[src/inc/flash_fe_pkg.sv]
// opcodes, sizes, state codes and decode helpers of the flash command front end
package flash_fe_pkg;

	localparam logic [7:0] OP_RD_STAT1 = 8'h05;
	localparam logic [7:0] OP_RD_STAT2 = 8'h35;
	localparam logic [7:0] OP_RD_SR3A  = 8'h15;
	localparam logic [7:0] OP_RD_SR3B  = 8'h33;
	localparam logic [7:0] OP_WEL_SET  = 8'h06;
	localparam logic [7:0] OP_VWEL_SET = 8'h50;
	localparam logic [7:0] OP_WEL_CLR  = 8'h04;
	localparam logic [7:0] OP_SR_WR1   = 8'h01;
	localparam logic [7:0] OP_SR_WR2   = 8'h31;
	localparam logic [7:0] OP_SR_WR3   = 8'h11;
	localparam logic [7:0] OP_WRAP     = 8'h77;
	localparam logic [7:0] OP_G_LOCK   = 8'h7E;
	localparam logic [7:0] OP_G_UNLOCK = 8'h98;
	localparam logic [7:0] OP_PAGE_WR  = 8'h02;
	localparam logic [7:0] OP_QPAGE_WR = 8'h32;
	localparam logic [7:0] OP_ER_4K    = 8'h20;
	localparam logic [7:0] OP_ER_32K   = 8'h52;
	localparam logic [7:0] OP_ER_64K   = 8'hD8;
	localparam logic [7:0] OP_ER_CHIPA = 8'hC7;
	localparam logic [7:0] OP_ER_CHIPB = 8'h60;
	localparam logic [7:0] OP_SUSPEND  = 8'h75;
	localparam logic [7:0] OP_RESUME   = 8'h7A;
	localparam logic [7:0] OP_QUAD_ON  = 8'h38;
	localparam logic [7:0] OP_RST_EN   = 8'h66;
	localparam logic [7:0] OP_RST      = 8'h99;
	localparam logic [7:0] OP_SLEEP    = 8'hB9;
	localparam logic [7:0] OP_WAKE     = 8'hAB;

	localparam int ADDR_BYTES  = 3;
	localparam int SR_WR_MAX   = 3;
	localparam int WRAP_BYTE   = 4;
	localparam int PAGE_BYTES  = 256;
	localparam int FIFO_DEPTH  = 4;
	localparam int BYTE_W      = 8;

	localparam logic [5:0] SYNC_RST = 6'h20;

	typedef enum logic [2:0] {
		PWR_STANDBY = 3'b001,
		PWR_ACTIVE  = 3'b010,
		PWR_DEEP    = 3'b100
	} pwr_state_t;

	function automatic logic is_sr_read(input logic [7:0] op);
		return op == OP_RD_STAT1 || op == OP_RD_STAT2 ||
			op == OP_RD_SR3A || op == OP_RD_SR3B;
	endfunction

	function automatic logic is_read(input logic [7:0] op);
		return is_sr_read(op) || op == OP_WAKE;
	endfunction

	function automatic logic is_prog(input logic [7:0] op);
		return op == OP_PAGE_WR || op == OP_QPAGE_WR;
	endfunction

	function automatic logic is_addr_erase(input logic [7:0] op);
		return op == OP_ER_4K || op == OP_ER_32K || op == OP_ER_64K;
	endfunction

	function automatic logic is_erase(input logic [7:0] op);
		return is_addr_erase(op) || op == OP_ER_CHIPA ||
			op == OP_ER_CHIPB;
	endfunction

	function automatic logic is_sr_write(input logic [7:0] op);
		return op == OP_SR_WR1 || op == OP_SR_WR2 || op == OP_SR_WR3;
	endfunction

	function automatic logic is_known(input logic [7:0] op);
		return is_read(op) || is_prog(op) || is_erase(op) ||
			is_sr_write(op) || op == OP_WEL_SET ||
			op == OP_VWEL_SET || op == OP_WEL_CLR || op == OP_WRAP ||
			op == OP_G_LOCK || op == OP_G_UNLOCK ||
			op == OP_SUSPEND || op == OP_RESUME ||
			op == OP_QUAD_ON || op == OP_RST_EN || op == OP_RST ||
			op == OP_SLEEP;
	endfunction

endpackage

[src/inc/byte_stream_if.sv]
// valid/ready byte stream between the front end and its payload fifo
`timescale 1ns/10ps
interface byte_stream_if #(parameter int WIDTH = 8);
	logic             in_valid;
	logic             in_ready;
	logic [WIDTH-1:0] in_data;
	logic             out_valid;
	logic             out_ready;
	logic [WIDTH-1:0] out_data;

	modport fifo (
		input  in_valid,
		output in_ready,
		input  in_data,
		output out_valid,
		input  out_ready,
		output out_data
	);

	modport user (
		output in_valid,
		input  in_ready,
		output in_data,
		input  out_valid,
		output out_ready,
		input  out_data
	);
endinterface

[src/hdl/byte_fifo.sv]
// small payload fifo with a registered output stage
`timescale 1ns/10ps
module byte_fifo #(
	parameter int WIDTH = 8,
	parameter int DEPTH = 4
) (
	// clock and reset
	input wire logic mclk_i,
	input wire logic nrst_i,
	// stream
	byte_stream_if.fifo s
);
	localparam int AW = $clog2(DEPTH);

	if (DEPTH < 2 || (DEPTH & (DEPTH - 1)) != 0) begin : g_chk
		$error("byte_fifo depth must be a power of two of at least 2");
	end

	logic [WIDTH-1:0] mem_q [DEPTH];
	logic [AW-1:0]    wr_q;
	logic [AW-1:0]    rd_q;
	logic [AW:0]      cnt_q;
	logic             out_valid_q;
	logic [WIDTH-1:0] out_data_q;

	wire push = s.in_valid && s.in_ready;
	wire load = cnt_q != '0 && (!out_valid_q || s.out_ready);

	assign s.in_ready  = cnt_q != (AW+1)'(DEPTH);
	assign s.out_valid = out_valid_q;
	assign s.out_data  = out_data_q;

	always_ff @(posedge mclk_i) begin
		if (push) begin
			mem_q[wr_q] <= s.in_data;
		end
	end

	always_ff @(posedge mclk_i or negedge nrst_i) begin
		if (!nrst_i) begin
			wr_q        <= '0;
			rd_q        <= '0;
			cnt_q       <= '0;
			out_valid_q <= 1'b0;
			out_data_q  <= '0;
		end else begin
			wr_q  <= push ? wr_q + 1'b1 : wr_q;
			rd_q  <= load ? rd_q + 1'b1 : rd_q;
			cnt_q <= cnt_q + (AW+1)'(push) - (AW+1)'(load);
			if (load) begin
				out_valid_q <= 1'b1;
				out_data_q  <= mem_q[rd_q];
			end else if (s.out_ready) begin
				out_valid_q <= 1'b0;
			end
		end
	end
endmodule

[src/hdl/serial_flash_command_front_end.sv]
// command framing, decode and power state of the serial flash front end
// Notes on behaviour
// - select low means active, accepting commands
// - after deselect stay active until cycle ends
// - sleep-entry command enters deep power-down
// - only wake command leaves deep power-down
// - deep power-down discards all but wake
// - select fall starts frame, first byte opcode
// - single line: rising edge, msb first
// - four-line mode: nibble per edge, msb first
// - select rise ends the instruction
// - reads may end on any bit
// - writes need whole bytes or are dropped
// - busy: only status reads and suspend
// - decode status reads, latch, status writes
// - 50h enables volatile status writes only
// - decode program and erase, three address bytes
// - decode suspend, resume, mode, reset, locks, wrap
// - erase needs prior write latch set
// - page write carries at most one page
// - expose cycle active flag
`timescale 1ns/10ps
module serial_flash_command_front_end #(
	parameter int FIFO_DEPTH = flash_fe_pkg::FIFO_DEPTH,
	parameter int PAGE_BYTES = flash_fe_pkg::PAGE_BYTES
) (
	// clock and reset
	input  wire logic        mclk_i,
	input  wire logic        nrst_i,
	// serial link from the host
	input  wire logic        cs_n_i,
	input  wire logic        sclk_i,
	input  wire logic [3:0]  io_i,
	// array engine
	input  wire logic        cycle_done_i,
	// payload bytes
	output logic             payload_valid_o,
	input  wire logic        payload_ready_i,
	output logic [7:0]       payload_data_o,
	// committed and dropped frames
	output logic             exec_valid_o,
	output logic [7:0]       exec_cmd_o,
	output logic [23:0]      exec_addr_o,
	output logic             frame_drop_o,
	output logic             soft_reset_o,
	// device state
	output logic             power_active_o,
	output logic             power_standby_o,
	output logic             deep_sleep_o,
	output logic             cycle_active_flag_o,
	output logic             write_latch_o,
	output logic             four_line_command_mode_o,
	output logic             suspended_o
);
	if (PAGE_BYTES < 1 || PAGE_BYTES > 512) begin : g_chk
		$error("page size must lie between 1 and 512 bytes");
	end

	byte_stream_if #(.WIDTH(flash_fe_pkg::BYTE_W)) bs ();

	byte_fifo #(
		.WIDTH (flash_fe_pkg::BYTE_W),
		.DEPTH (FIFO_DEPTH)
	) u_fifo (
		.mclk_i (mclk_i),
		.nrst_i (nrst_i),
		.s      (bs.fifo)
	);

	// link synchroniser: {cs, sclk, io[3:0]}
	logic [5:0] meta_q;
	logic [5:0] sync_q;
	logic       cs_dly_q;
	logic       sclk_dly_q;

	always_ff @(posedge mclk_i or negedge nrst_i) begin
		if (!nrst_i) begin
			meta_q     <= flash_fe_pkg::SYNC_RST;
			sync_q     <= flash_fe_pkg::SYNC_RST;
			cs_dly_q   <= 1'b1;
			sclk_dly_q <= 1'b0;
		end else begin
			meta_q     <= {cs_n_i, sclk_i, io_i};
			sync_q     <= meta_q;
			cs_dly_q   <= sync_q[5];
			sclk_dly_q <= sync_q[4];
		end
	end

	wire       cs_n_s            = sync_q[5];
	wire       serial_input_line = sync_q[0];
	wire [3:0] io_s              = sync_q[3:0];
	wire       frame_start       = cs_dly_q && !cs_n_s;
	wire       frame_end         = !cs_dly_q && cs_n_s;
	wire       sclk_rise         = !sclk_dly_q && sync_q[4] && !cs_n_s;

	// frame shifter
	logic [7:0]  shift_q;
	logic [2:0]  bit_cnt_q;
	logic [9:0]  byte_cnt_q;
	logic [7:0]  op_q;
	logic [23:0] addr_q;
	logic        overrun_q;
	logic        quad_q;
	logic        busy_q;
	logic        wel_q;
	logic        vwel_q;
	logic        susp_q;
	logic        rst_en_q;
	flash_fe_pkg::pwr_state_t pwr_q;
	flash_fe_pkg::pwr_state_t pwr_d;

	// quad page write sends its data nibble-wide even from one-line mode
	wire lanes4 = quad_q || (op_q == flash_fe_pkg::OP_QPAGE_WR &&
		byte_cnt_q > 10'(flash_fe_pkg::ADDR_BYTES));
	wire [7:0] shift_d = lanes4 ? {shift_q[3:0], io_s} :
		{shift_q[6:0], serial_input_line};
	wire [2:0] bit_nx    = bit_cnt_q + (lanes4 ? 3'h4 : 3'h1);
	wire       byte_done = sclk_rise && bit_nx == 3'h0;
	wire       has_op    = byte_cnt_q != 10'h000;
	wire       in_addr   = has_op &&
		byte_cnt_q <= 10'(flash_fe_pkg::ADDR_BYTES);

	always_ff @(posedge mclk_i or negedge nrst_i) begin
		if (!nrst_i) begin
			shift_q    <= 8'h00;
			bit_cnt_q  <= 3'h0;
			byte_cnt_q <= 10'h000;
			op_q       <= 8'h00;
			addr_q     <= 24'h000000;
		end else if (frame_start) begin
			bit_cnt_q  <= 3'h0;
			byte_cnt_q <= 10'h000;
		end else if (sclk_rise) begin
			shift_q   <= shift_d;
			bit_cnt_q <= bit_nx;
			if (byte_done && byte_cnt_q != 10'h3FF) begin
				byte_cnt_q <= byte_cnt_q + 10'h001;
			end
			if (byte_done && !has_op) begin
				op_q <= shift_d;
			end
			if (byte_done && in_addr) begin
				addr_q <= {addr_q[15:0], shift_d};
			end
		end
	end

	// payload bytes that belong to the current opcode
	wire [9:0] pay_idx = byte_cnt_q - 10'(flash_fe_pkg::ADDR_BYTES);
	wire pay_prog = flash_fe_pkg::is_prog(op_q) && !in_addr &&
		pay_idx <= 10'(PAGE_BYTES);
	wire pay_sr1 = op_q == flash_fe_pkg::OP_SR_WR1 &&
		byte_cnt_q <= 10'(flash_fe_pkg::SR_WR_MAX);
	wire pay_sr23 = (op_q == flash_fe_pkg::OP_SR_WR2 ||
		op_q == flash_fe_pkg::OP_SR_WR3) && byte_cnt_q == 10'h001;
	wire pay_wrap = op_q == flash_fe_pkg::OP_WRAP &&
		byte_cnt_q == 10'(flash_fe_pkg::WRAP_BYTE);
	wire push = byte_done && has_op && !busy_q && pwr_q !=
		flash_fe_pkg::PWR_DEEP && (pay_prog || pay_sr1 || pay_sr23 ||
		pay_wrap);

	assign bs.in_valid  = push;
	assign bs.in_data   = shift_d;
	assign bs.out_ready = payload_ready_i;

	// a byte that found the fifo full spoils the whole frame
	always_ff @(posedge mclk_i or negedge nrst_i) begin
		if (!nrst_i) begin
			overrun_q <= 1'b0;
		end else if (push && !bs.in_ready) begin
			overrun_q <= 1'b1;
		end else if (frame_start) begin
			overrun_q <= 1'b0;
		end
	end

	// end-of-frame decode
	wire aligned   = bit_cnt_q == 3'h0;
	wire known     = flash_fe_pkg::is_known(op_q);
	wire rd_type   = flash_fe_pkg::is_read(op_q);
	wire busy_ok   = !busy_q || flash_fe_pkg::is_sr_read(op_q) ||
		op_q == flash_fe_pkg::OP_SUSPEND;
	wire sleep_ok  = pwr_q != flash_fe_pkg::PWR_DEEP ||
		op_q == flash_fe_pkg::OP_WAKE;
	wire need_wel  = flash_fe_pkg::is_prog(op_q) ||
		flash_fe_pkg::is_erase(op_q);
	wire sr_wr     = flash_fe_pkg::is_sr_write(op_q);
	wire wel_ok    = (!need_wel || wel_q) &&
		(!sr_wr || wel_q || vwel_q);
	wire addr_ok   = !(flash_fe_pkg::is_prog(op_q) ||
		flash_fe_pkg::is_addr_erase(op_q)) ||
		byte_cnt_q > 10'(flash_fe_pkg::ADDR_BYTES);
	wire accept    = frame_end && has_op && known && busy_ok &&
		(rd_type || aligned) && sleep_ok && wel_ok && addr_ok &&
		!overrun_q;
	wire drop      = frame_end && has_op && !accept;
	wire reset_hit = accept && op_q == flash_fe_pkg::OP_RST &&
		rst_en_q;
	wire starts    = accept && (need_wel || (sr_wr && wel_q));
	wire acc_susp  = accept && op_q == flash_fe_pkg::OP_SUSPEND &&
		busy_q;
	wire acc_res   = accept && op_q == flash_fe_pkg::OP_RESUME &&
		susp_q;
	wire acc_sleep = accept && op_q == flash_fe_pkg::OP_SLEEP;
	wire acc_wake  = accept && op_q == flash_fe_pkg::OP_WAKE;

	always_ff @(posedge mclk_i or negedge nrst_i) begin
		if (!nrst_i) begin
			busy_q <= 1'b0;
			susp_q <= 1'b0;
		end else begin
			// a new start beats a coincident completion
			busy_q <= starts || acc_res ||
				(busy_q && !cycle_done_i && !acc_susp);
			susp_q <= acc_susp || (susp_q && !acc_res && !reset_hit);
		end
	end

	always_ff @(posedge mclk_i or negedge nrst_i) begin
		if (!nrst_i) begin
			wel_q    <= 1'b0;
			vwel_q   <= 1'b0;
			quad_q   <= 1'b0;
			rst_en_q <= 1'b0;
		end else begin
			if (accept && op_q == flash_fe_pkg::OP_WEL_SET) begin
				wel_q <= 1'b1;
			end else if (starts || reset_hit ||
				(accept && op_q == flash_fe_pkg::OP_WEL_CLR)) begin
				wel_q <= 1'b0;
			end
			if (accept && op_q == flash_fe_pkg::OP_VWEL_SET) begin
				vwel_q <= 1'b1;
			end else if (reset_hit || (accept && sr_wr)) begin
				vwel_q <= 1'b0;
			end
			if (reset_hit) begin
				quad_q <= 1'b0;
			end else if (accept && op_q == flash_fe_pkg::OP_QUAD_ON) begin
				quad_q <= 1'b1;
			end
			// any other finished frame cancels a pending enable
			if (frame_end && has_op) begin
				rst_en_q <= accept &&
					op_q == flash_fe_pkg::OP_RST_EN;
			end
		end
	end

	// power state
	always_comb begin
		pwr_d = pwr_q;
		case (pwr_q)
			flash_fe_pkg::PWR_STANDBY: begin
				if (!cs_n_s || busy_q) begin
					pwr_d = flash_fe_pkg::PWR_ACTIVE;
				end
			end
			flash_fe_pkg::PWR_ACTIVE: begin
				if (acc_sleep) begin
					pwr_d = flash_fe_pkg::PWR_DEEP;
				// a cycle starting on this edge already counts as busy
				end else if (cs_n_s && !busy_q && !starts && !acc_res) begin
					pwr_d = flash_fe_pkg::PWR_STANDBY;
				end
			end
			flash_fe_pkg::PWR_DEEP: begin
				if (acc_wake) begin
					pwr_d = flash_fe_pkg::PWR_ACTIVE;
				end
			end
			default: pwr_d = flash_fe_pkg::PWR_STANDBY;
		endcase
	end

	always_ff @(posedge mclk_i or negedge nrst_i) begin
		if (!nrst_i) begin
			pwr_q        <= flash_fe_pkg::PWR_STANDBY;
			exec_valid_o <= 1'b0;
			exec_cmd_o   <= 8'h00;
			exec_addr_o  <= 24'h000000;
			frame_drop_o <= 1'b0;
			soft_reset_o <= 1'b0;
		end else begin
			pwr_q        <= pwr_d;
			exec_valid_o <= accept;
			frame_drop_o <= drop;
			soft_reset_o <= reset_hit;
			if (accept) begin
				exec_cmd_o  <= op_q;
				exec_addr_o <= addr_q;
			end
		end
	end

	assign payload_valid_o          = bs.out_valid;
	assign payload_data_o           = bs.out_data;
	assign power_standby_o          = pwr_q[0];
	assign power_active_o           = pwr_q[1];
	assign deep_sleep_o             = pwr_q[2];
	assign cycle_active_flag_o      = busy_q;
	assign write_latch_o            = wel_q;
	assign four_line_command_mode_o = quad_q;
	assign suspended_o              = susp_q;

	a_deep_discard: assert property (@(posedge mclk_i) disable iff (!nrst_i)
		frame_end && deep_sleep_o && op_q != flash_fe_pkg::OP_WAKE
		|=> !exec_valid_o && deep_sleep_o)
		else $error("command executed in deep power-down");

	a_busy_ignore: assert property (@(posedge mclk_i) disable iff (!nrst_i)
		frame_end && busy_q && !flash_fe_pkg::is_sr_read(op_q) &&
		op_q != flash_fe_pkg::OP_SUSPEND |=> !exec_valid_o)
		else $error("command accepted during busy cycle");

	a_write_align: assert property (@(posedge mclk_i) disable iff (!nrst_i)
		frame_end && bit_cnt_q != 3'h0 && !flash_fe_pkg::is_read(op_q)
		|=> !exec_valid_o ##1 !exec_valid_o)
		else $error("unaligned write frame executed");

	a_erase_latch: assert property (@(posedge mclk_i) disable iff (!nrst_i)
		exec_valid_o && flash_fe_pkg::is_erase(exec_cmd_o)
		|-> $past(wel_q, 1) && cycle_active_flag_o && !write_latch_o)
		else $error("erase started without write latch");

	a_reset_pair: assert property (@(posedge mclk_i) disable iff (!nrst_i)
		soft_reset_o |-> $past(rst_en_q, 1) && exec_cmd_o ==
		flash_fe_pkg::OP_RST && !four_line_command_mode_o)
		else $error("reset without directly preceding enable");

	a_select_active: assert property (@(posedge mclk_i) disable iff (!nrst_i)
		!cs_n_s && !deep_sleep_o |=> power_active_o)
		else $error("selected device not active");

	a_stay_active: assert property (@(posedge mclk_i) disable iff (!nrst_i)
		power_standby_o |-> !cycle_active_flag_o)
		else $error("standby entered while cycle in progress");

	a_sleep_entry: assert property (@(posedge mclk_i) disable iff (!nrst_i)
		exec_valid_o && exec_cmd_o == flash_fe_pkg::OP_SLEEP
		|-> deep_sleep_o [*3])
		else $error("sleep command did not enter deep power-down");

	a_unknown_nop: assert property (@(posedge mclk_i) disable iff (!nrst_i)
		exec_valid_o |-> flash_fe_pkg::is_known(exec_cmd_o))
		else $error("unknown opcode executed");

	a_unknown_drop: assert property (@(posedge mclk_i) disable iff (!nrst_i)
		frame_end && has_op && !known |=> frame_drop_o && !exec_valid_o)
		else $error("unknown opcode not dropped");
endmodule

[config.mk]
export PLATFORM = sky130hd
export DESIGN_NAME = serial_flash_command_front_end
export DESIGN_NICKNAME = d
export VERILOG_FILES = /design/src/inc/flash_fe_pkg.sv /design/src/inc/byte_stream_if.sv /design/src/hdl/byte_fifo.sv /design/src/hdl/serial_flash_command_front_end.sv
export SDC_FILE = /design/constraint.sdc
export NUM_CORES = 1
export LEC_CHECK = 0
export BUFFER_PORTS_ARGS = -buffer_cell sky130_fd_sc_hd__buf_2
export CAP_MARGIN = 20
export CORE_MARGIN = 2
export CORE_UTILIZATION = 45
export DETAILED_ROUTE_END_ITERATION = 16
export PLACE_DENSITY = 0.6
export SYNTH_ARGS = -nofsm -noshare
export SYNTH_HDL_FRONTEND = slang
export SYNTH_SLANG_ARGS = --single-unit
export TNS_END_PERCENT = 50
[constraint.sdc]
create_clock -name mclk_i -period 8.2 [get_ports mclk_i]
set_input_delay 0.41 -clock mclk_i [delete_from_list [all_inputs] [get_ports mclk_i]]
set_output_delay 0.41 -clock mclk_i [all_outputs]
set_load 0.01 [all_outputs]
==> flow_summary.ini, run 1 <==
[power_and_ir_drop]
leakage_nw = 3.81
power_density_nw_per_um2 = 243
total_power_mw = 2.02
vdd_drop_max_mv = 0.167

[clock_network]
htreeDepth = 4
clockBufferDepth = 2
cts_setup_buffers = 0
clock_sinks = 159
clkTransAtPathRegs_ps = 60
cts-root-buf = clkbuf_16
numCtsBuffers = 17
cts_tree = built
clk_latency_ps = 420

[grt]
globalRouteTotalUtil = 0.183
grt_pass1_vias = 4523
grt_pass1_wl_mm = 23.7
grt_max_degree = 76
antenna_found_initial = 0
grt_overflow_total = 0

[worst_setup_path]
crit_end = u_fifo.cnt_q[2]
crit_path_start_kind = flip-flop
reg2reg_setup_slack_ps = 3740
startpoint = byte_cnt_q[6]
worstSetupPathType = reg -> reg
crit_fanout = 8
end_kind = flip-flop
worstPathRequired_ps = 8550
cp.arrival_ps = 4800
ff2ff_path_depth = 15
r2r_end = u_fifo.cnt_q[2]
timing.rr.start = byte_cnt_q[6]

[sta]
tns_ps = 0
setup_viol = 0
tightest_slew_ps = 1040
finalClockSkew_ps = 10.1
relSlewSlack = 0.310
finalHoldViolCount = 0
final.period_utilization = 0.543
slew_violations = 0
rsz0062_at_grt = no
min_period_ps = 4460
max_freq_mhz = 224
setup_ws_ps = 3740

[yosys]
ys_warn_count = 0
synth.largest_area_cell = dfrtp_1
synth_ff_type = dfrtp_1
synth.top_cell.area_share = 0.426
async_flop_share = 0.799
ys_seq_area_frac = 0.573
synthCells = 562
ys_ff_latch = 159
synth_edf_count = 32
syn_area_um2 = 7230
post-synth-top-count-cell = dfrtp_1
synth.distinct_cells = 78
avgSynthCellArea_um2 = 12.9
synth_common_cells = 123 x dfrtp_1, 52 x mux2_2, 42 x nor2_1, 32 x edfxtp_1, 32 x inv_1
synth.area.top_cells = dfrtp_1 43%, edfxtp_1 13%, mux2_2 8.1%, mux2_1 2.8%, mux4_2 2.5%
synth_nets = 585

[place]
port_buffers = 60
place_hpwl_mm = 10.2
numPlacedInstances = 813
dp_slack_ps = 3740
gp_congestion = 0.847

[cells_and_area]
multiInputGateArea_um2 = 2830
layout-drive-gt1-share = 0.286
layout-area-overhead-vs-synth_pct = 14.9
post-route-util = 0.527
fillerInstances = 1420
final-seq-area_um2 = 4140
fin_nets = 640
finalNonFillerCells = 846
antenna_cells = 0

[worst_hold_path]
hp-class = in -> reg

[die]
chipWidth_um = 131
io_pins = 61
die-area_um2 = 17100
core_um2 = 15800
start_util = 0.459
fp.dieH_um = 131
num_rows = 46

[detailed_routing]
ant_nets = 0
drt_iter0_drc = 285
wl_per_cell_um = 17.4
via_per_inst = 5.40
drt-total-wl_mm = 14.7
vias = 4565
drc = 0
dr.pass1.iters = 4

[run_status]
outcome = completed

[job]
cap_violations = 0
-- metal layers --
layer  wire length, um  vias to the layer above  track usage
li1                  -                     2155            -
met1              6970                     2311        0.251
met2              7040                       89        0.290
met3               499                       10       0.0448
met4               182                        0       0.0582
met5                 0                        -            0
-- how the worst min path moves through the flow --
stage                   start   endpoint  slack (ps)  cells past startpoint
global route           cs_n_i  meta_q[5]          60                      1
floorplan              nrst_i  addr_q[0]         110                      0
CTS                    cs_n_i  meta_q[5]          70                      1
finish                io_i[0]  meta_q[0]          90                      1
detailed placement  meta_q[3]  sync_q[3]         330                      0
global placement    meta_q[4]  sync_q[4]         330                      0
-- what timing repair did --
action / CTS / global route
hold endpoints to repair: 49 / 0
hold buffers: 1 / 0
resized for setup: 0 / 0
-- worst max-delay path, cell delays in order (launching register included) --
cell and delay, ps:
dfrtp_1 420, or4_1 670, o211a_1 350, nor2_2 410
ha_1 250, ha_1 200, xor2_1 110, or3_4 410
a21oi_2 240, o2111ai_2 310, inv_1 140, ha_1 150
inv_1 50, fa_1 370, xnor2_1 190, xnor2_1 140
-- power breakdown --
| part | switching [mW] | internal (mW) | total, mW |
|---|---|---|---|
| Sequential | 0.0715 | 0.878 | 0.949 |
| Combinational | 0.140 | 0.136 | 0.276 |
| Clock | 0.331 | 0.460 | 0.792 |
-- sequential cells by signal, indices dropped and copies added (netlist names), 2 cells and up --
| signal | cells |
|---|---|
| u_fifo.cnt_q | 3 |
| shift_q | 7 |
| u_fifo.mem_q | 32 |
| pwr_q | 3 |
| sync_q | 6 |
| u_fifo.rd_q | 2 |
| bit_cnt_q | 3 |
| op_q | 8 |
| u_fifo.wr_q | 2 |
| exec_addr_o | 24 |
| addr_q | 24 |
| u_fifo.s.out_data | 8 |
| byte_cnt_q | 10 |
| exec_cmd_o | 8 |
| meta_q | 6 |
-- cells by family (layout without fill, tap and decap cells) --
logic type,count (synthesis),in the layout,share of synthesized area
mux,87,87,0.146
buf+inv,61,129,0.0372
compound gates,85,85,0.0934
fa+ha+maj,13,13,0.0235
flops,159,159,0.573
simple gates,145,145,0.112
xor+xnor,12,12,0.0145
-- layout make-up --
class	instances	share of cell area
clock buffer	19	0.0572
clock inverter	13	0.0149
tap	216	0.0325
timing repair buffer	65	0.0417
sequential	159	0.499
inverter	32	0.0145
multi-input combinational	342	0.340
-- cell usage in the layout, fill, tap and decap left out, drive strengths merged, types with 5 or more instances in the layout --
master and instances:
or3 5, nor3 10, xnor2 9, mux2i 9
nand2 21, mux4 8, nand3 5, nor4b 6
nand4 7, nor2 43, o21ai 15, a21oi 21
nor2b 6, and2 5, dfrtp 123, buf 64
mux2 70, a2111oi 6, edfxtp 32, nand2b 9
clkinv 5, inv 38, clkbuf 19, ha 12
-- metrics by stage --
stage | instance area [um2] | hold WS [ps]
floorplan | 7230 | 114
global placement | 7700 | 334
detailed placement | 7700 | 335
CTS | 8310 | 65.7
global route | 8310 | 64.7
finish | 8310 | 85.2
(Power assumes the default switching activity.)
==> inputs of run 2 (changes only) <==
Clock period 8.2 ns to 4.4 ns, I/O delays scaled along.
==> run 2 against run 1 <==
  * Cell count grew 2.7%
  * Worst setup slack lost 3300 ps
  * Critical path type unchanged
  * Critical endpoint unchanged
  * Power grew 90%
  * Via count grew 2.1%
  * Die area is the same
  * Sequential share of layout area shrank 1.3 points
==> flow_summary.ini, run 2 (synthesis results as in run 1) <==
[grt]
grt_overflow_total = 0
grt_pass1_vias = 4700
antenna_found_initial = 0
globalRouteTotalUtil = 0.190
grt_max_degree = 85
grt_pass1_wl_mm = 24.7

[cells_and_area]
top_regs = u_fifo.mem_q: 32 flops, addr_q: 24 flops, exec_addr_o: 24 flops
final_cell_mix = 123 x dfrtp_1, 59 x buf_2, 52 x mux2_2
largest_register = u_fifo.mem_q
fin_nets = 663
layout_commonest_cell = dfrtp_1
fillerInstances = 1343
antenna_cells = 0
layout-area-overhead-vs-synth_pct = 17.8
largest_reg_flops = 32
final-seq-area_um2 = 4140
multiInputGateArea_um2 = 2830
layout-drive-gt1-share = 0.299

[job]
cap_violations = 0

[worst_hold_path]
min-delay-start = cycle_done_i
hold_depth = 3
hp-class = in -> reg
whs_endpoint = cycle_active_flag_o

[place]
place_hpwl_mm = 10.3
dp_slack_ps = 380
port_buffers = 60
gp_congestion = 0.836

[sta]
setup_viol = 0
tightest_slew_ps = 774
finalHoldViolCount = 0
max_freq_mhz = 251
rsz0062_at_grt = no
slew_violations = 0
final.period_utilization = 0.907
setup_ws_ps = 411
whs_ps = 177
finalClockSkew_ps = 7.21
min_period_ps = 3990
tns_ps = 0
relSlewSlack = 0.484

[clock_network]
cts_setup_buffers = 0
cts_tree = built
numCtsBuffers = 17
clkTransAtPathRegs_ps = 60
clockBufferDepth = 2
htreeDepth = 4
cts-root-buf = clkbuf_16
clk_latency_ps = 430
clock_sinks = 159

[worst_setup_path]
cp.arrival_ps = 4340
timing.rr.start = op_q[6]
worstPathRequired_ps = 4750
reg2reg_setup_slack_ps = 410
end_kind = flip-flop
crit_chain = nor4bb_1 -> o211a_1 -> nor2_2 -> ha_1 -> ha_1 -> xor2_1 -> or3_4 -> a21oi_2 -> o2111ai_2 -> inv_1 -> ha_1 -> inv_1 -> fa_1 -> xnor2_1 -> xnor2_1
path_common_cell = ha_1
crit_family = simple AND/OR/NAND/NOR gates
crit_buf_inv = 2
max_stage_delay_ps = 570
worstSetupPathType = reg -> reg
r2r_end = u_fifo.cnt_q[2]
ff2ff_path_depth = 15
slowest_stage = nor4bb_1
crit_path_start_kind = flip-flop
crit_fanout = 14

[detailed_routing]
vias = 4660
drt_iter0_drc = 293
drt-total-wl_mm = 15.0
wl_per_cell_um = 17.2
ant_nets = 0
via_per_inst = 5.36
dr.pass1.iters = 4
drc = 0

[die]
chipWidth_um = 131
start_util = 0.459
fp.dieH_um = 131
num_rows = 46
io_pins = 61
core_um2 = 15800
die-area_um2 = 17100

[power_and_ir_drop]
vdd_drop_max_mv = 0.285
power_density_nw_per_um2 = 450
leakage_nw = 3.93

[run_status]
outcome = completed
## run 2: timing repair
action                    4_1_cts  5_1_grt
hold buffers                    8        0
resized for setup               0        0
hold endpoints to repair       86        0
## run 2: stage by stage
| stage | total power, mW | utilization | instances | instance area (um2) |
|---|---|---|---|---|
| after floorplan | 2.13 | - | 562 | 7230 |
| after global placement | 2.30 | 0.495 | 828 | 7810 |
| after detailed placement | 2.33 | 0.495 | 828 | 7810 |
| after CTS | 3.88 | 0.540 | 868 | 8510 |
| after global routing | 4.04 | 0.540 | 869 | 8520 |
| final | 3.84 | 0.540 | 869 | 8520 |
## run 2: worst min-delay path: cells and delay by family
family,cells,cell delay [ps]
compound gates,1,160
simple gates,1,90
buf+inv,1,90
## run 2: layer usage
layer / vias to the layer above / wire (um) / share of wire / global-route usage
met5: - / 0 / 0 / 0
met4: 0 / 208 / 0.014 / 0.0645
met3: 18 / 545 / 0.036 / 0.0452
met2: 82 / 7230 / 0.48 / 0.298
met1: 2360 / 6970 / 0.47 / 0.263
li1: 2200 / - / - / -
## run 2: report_power, final
| group | switching (mW) | leakage, nW | internal, mW |
|---|---|---|---|
| logic | 0.283 | 1.66 | 0.268 |
| clock network | 0.618 | 0.311 | 0.918 |
| registers | 0.114 | 1.96 | 1.64 |
## run 2: final cells by class
type                            count  share of cell area
Inverter                           32              0.0141
Sequential cell                   159               0.486
Clock buffer                       20              0.0562
Clock inverter                     12              0.0169
Tap cell                          216              0.0317
Multi-Input combinational cell    342               0.332
Timing Repair Buffer               88              0.0630
## run 2: worst max-delay path by stage
stage                              from  cells past startpoint                 end  slack, ps
after floorplan           byte_cnt_q[6]                     16     u_fifo.cnt_q[2]        410
after CTS                       op_q[6]                     11  u_fifo.mem_q[2][0]        360
after global placement          op_q[6]                     15     u_fifo.cnt_q[2]        540
after global routing            op_q[6]                     15     u_fifo.cnt_q[2]        140
after detailed placement        op_q[6]                     11  u_fifo.mem_q[2][5]        380
final                           op_q[6]                     15     u_fifo.cnt_q[2]        410
==> inputs of run 3 (changes only) <==
Settings changed: RECOVER_POWER set to 25.
==> run 3 against run 2 <==
  * The run now ends with capacitance limit, slew limit left
  * Worst hold slack about the same
  * Design area about the same
  * Non-clock buffer count unchanged
  * Critical path type unchanged
  * Critical endpoint unchanged
  * Largest power group unchanged
  * Highest routed layer unchanged
==> flow_summary.ini, run 3 (synthesis results as in run 1) <==
[worst_setup_path]
ff2ff_path_depth = 15
crit_fanout = 14
r2r_end = u_fifo.cnt_q[2]
timing.rr.start = op_q[6]
worstPathRequired_ps = 4750
startpoint = op_q[6]
reg2reg_setup_slack_ps = 410
cp.arrival_ps = 4340
worstSetupPathType = reg -> reg
crit_path_start_kind = flip-flop
crit_end = u_fifo.cnt_q[2]
end_kind = flip-flop

[die]
chipWidth_um = 131
die-area_um2 = 17100
start_util = 0.459
fp.dieH_um = 131
io_pins = 61
core_um2 = 15800
num_rows = 46

[grt]
grt_pass1_wl_mm = 24.7
grt_overflow_total = 0
antenna_found_initial = 0
grt_max_degree = 85
grt_pass1_vias = 4700
globalRouteTotalUtil = 0.190

[detailed_routing]
dr.pass1.iters = 5
wl_per_cell_um = 17.2
drc = 0
drt-total-wl_mm = 15.0
ant_nets = 0
drt_iter0_drc = 293
via_per_inst = 5.37
vias = 4663

[clock_network]
clockBufferDepth = 2
htreeDepth = 4
cts-root-buf = clkbuf_16
cts_tree = built
post_cts_resized = 0
clock_sinks = 159
clkTransAtPathRegs_ps = 60
clk_latency_ps = 430
numCtsBuffers = 17
cts_hold_buffers = 8
cts_setup_buffers = 0

[power_and_ir_drop]
leakage_nw = 3.93
combPwrFrac = 0.143
p_int_mw = 2.82
seq_power_share = 0.456
power_density_nw_per_um2 = 451
swShare = 0.265
power_switching_mw = 1.01
p_clk_frac = 0.400
vdd_drop_max_mv = 0.285

[cells_and_area]
top_regs = u_fifo.mem_q: 32 flops, addr_q: 24 flops, exec_addr_o: 24 flops
layout-drive-gt1-share = 0.296
layout-area-overhead-vs-synth_pct = 17.7
layout_commonest_cell = dfrtp_1
largest_reg_flops = 32
final_cell_mix = 123 x dfrtp_1, 58 x buf_2, 52 x mux2_2
fin_nets = 663
antenna_cells = 0
largest_register = u_fifo.mem_q

[sta]
tightest_slew_ps = 2100
finalClockSkew_ps = 7.21
finalHoldViolCount = 0
max_freq_mhz = 251
whs_ps = 177
setup_ws_ps = 411
slew_violations = 85
setup_viol = 0
min_period_ps = 3990
rsz0062_at_grt = no
tns_ps = 0
relSlewSlack = -0.400
final.period_utilization = 0.907

[place]
dp_slack_ps = 380
gp_congestion = 0.836
place_hpwl_mm = 10.3
port_buffers = 60

[worst_hold_path]
hp-class = in -> reg
min-delay-start = cycle_done_i

[run_status]
violations = capacitance limit, slew limit
outcome = finished with violations

[job]
cap_violations = 1
[run 3: cell types whose count changed in the layout (fill, tap and decap cells not counted)]
cell	change
buf_6	-1
clkbuf_1	+1
buf_2	-1
clkbuf_2	+1
dfstp_1	+1
dfstp_2	-1
[run 3: worst max-delay path, cell delays in order (launching register included)]
cell       delay [ps]
dfrtp_1           510
nor4bb_1          570
o211a_1           340
nor2_2             60
ha_1              190
ha_1              210
xor2_1            180
or3_4             410
a21oi_2           230
o2111ai_2         190
inv_1             100
ha_1              150
inv_1              50
fa_1              370
xnor2_1           200
xnor2_1           150
[run 3: worst min path at each step]
stage	slack, ps	to	depth (start not counted)
floorplan	-80	addr_q[0]	0
global placement	320	meta_q[5]	1
finish	180	cycle_active_flag_o	3
global route	190	cycle_active_flag_o	3
CTS	170	cycle_active_flag_o	3
detailed placement	330	meta_q[4]	1
[run 3: through the flow]
stage,power [mW],util,cell area (um2),std cells
2_1_floorplan,2.13,-,7230,562
3_5_place_dp,2.33,0.495,7810,828
3_3_place_gp,2.30,0.495,7810,828
4_1_cts,3.88,0.540,8510,868
6_report,3.84,0.540,8510,869
5_1_grt,4.04,0.540,8510,869
[run 3: per-layer routing]
metal,GRT usage,part of all wire,vias up
met3,0.0452,0.038,18
met5,0,0,-
li1,-,-,2198
met4,0.0645,0.014,0
met2,0.298,0.48,91
met1,0.263,0.47,2356
[run 3: cell type report]
cell class / instances / area, um2
clock inverters: 12 / 144
well taps: 216 / 270
flip-flops and latches: 159 / 4140
multi-input cells: 342 / 2830
inverters: 32 / 120
clock buffers: 20 / 479
repair buffers: 88 / 529
fillers: 1346 / 7260
[run 3: power by group through the flow]
stage / registers [mW] / logic [mW] / clock network (mW)
floorplan: 1.75 / 0.385 / 0
global placement: 1.77 / 0.529 / 0
detailed placement: 1.78 / 0.548 / 0
CTS: 1.75 / 0.554 / 1.57
global route: 1.77 / 0.617 / 1.65
finish: 1.75 / 0.550 / 1.54
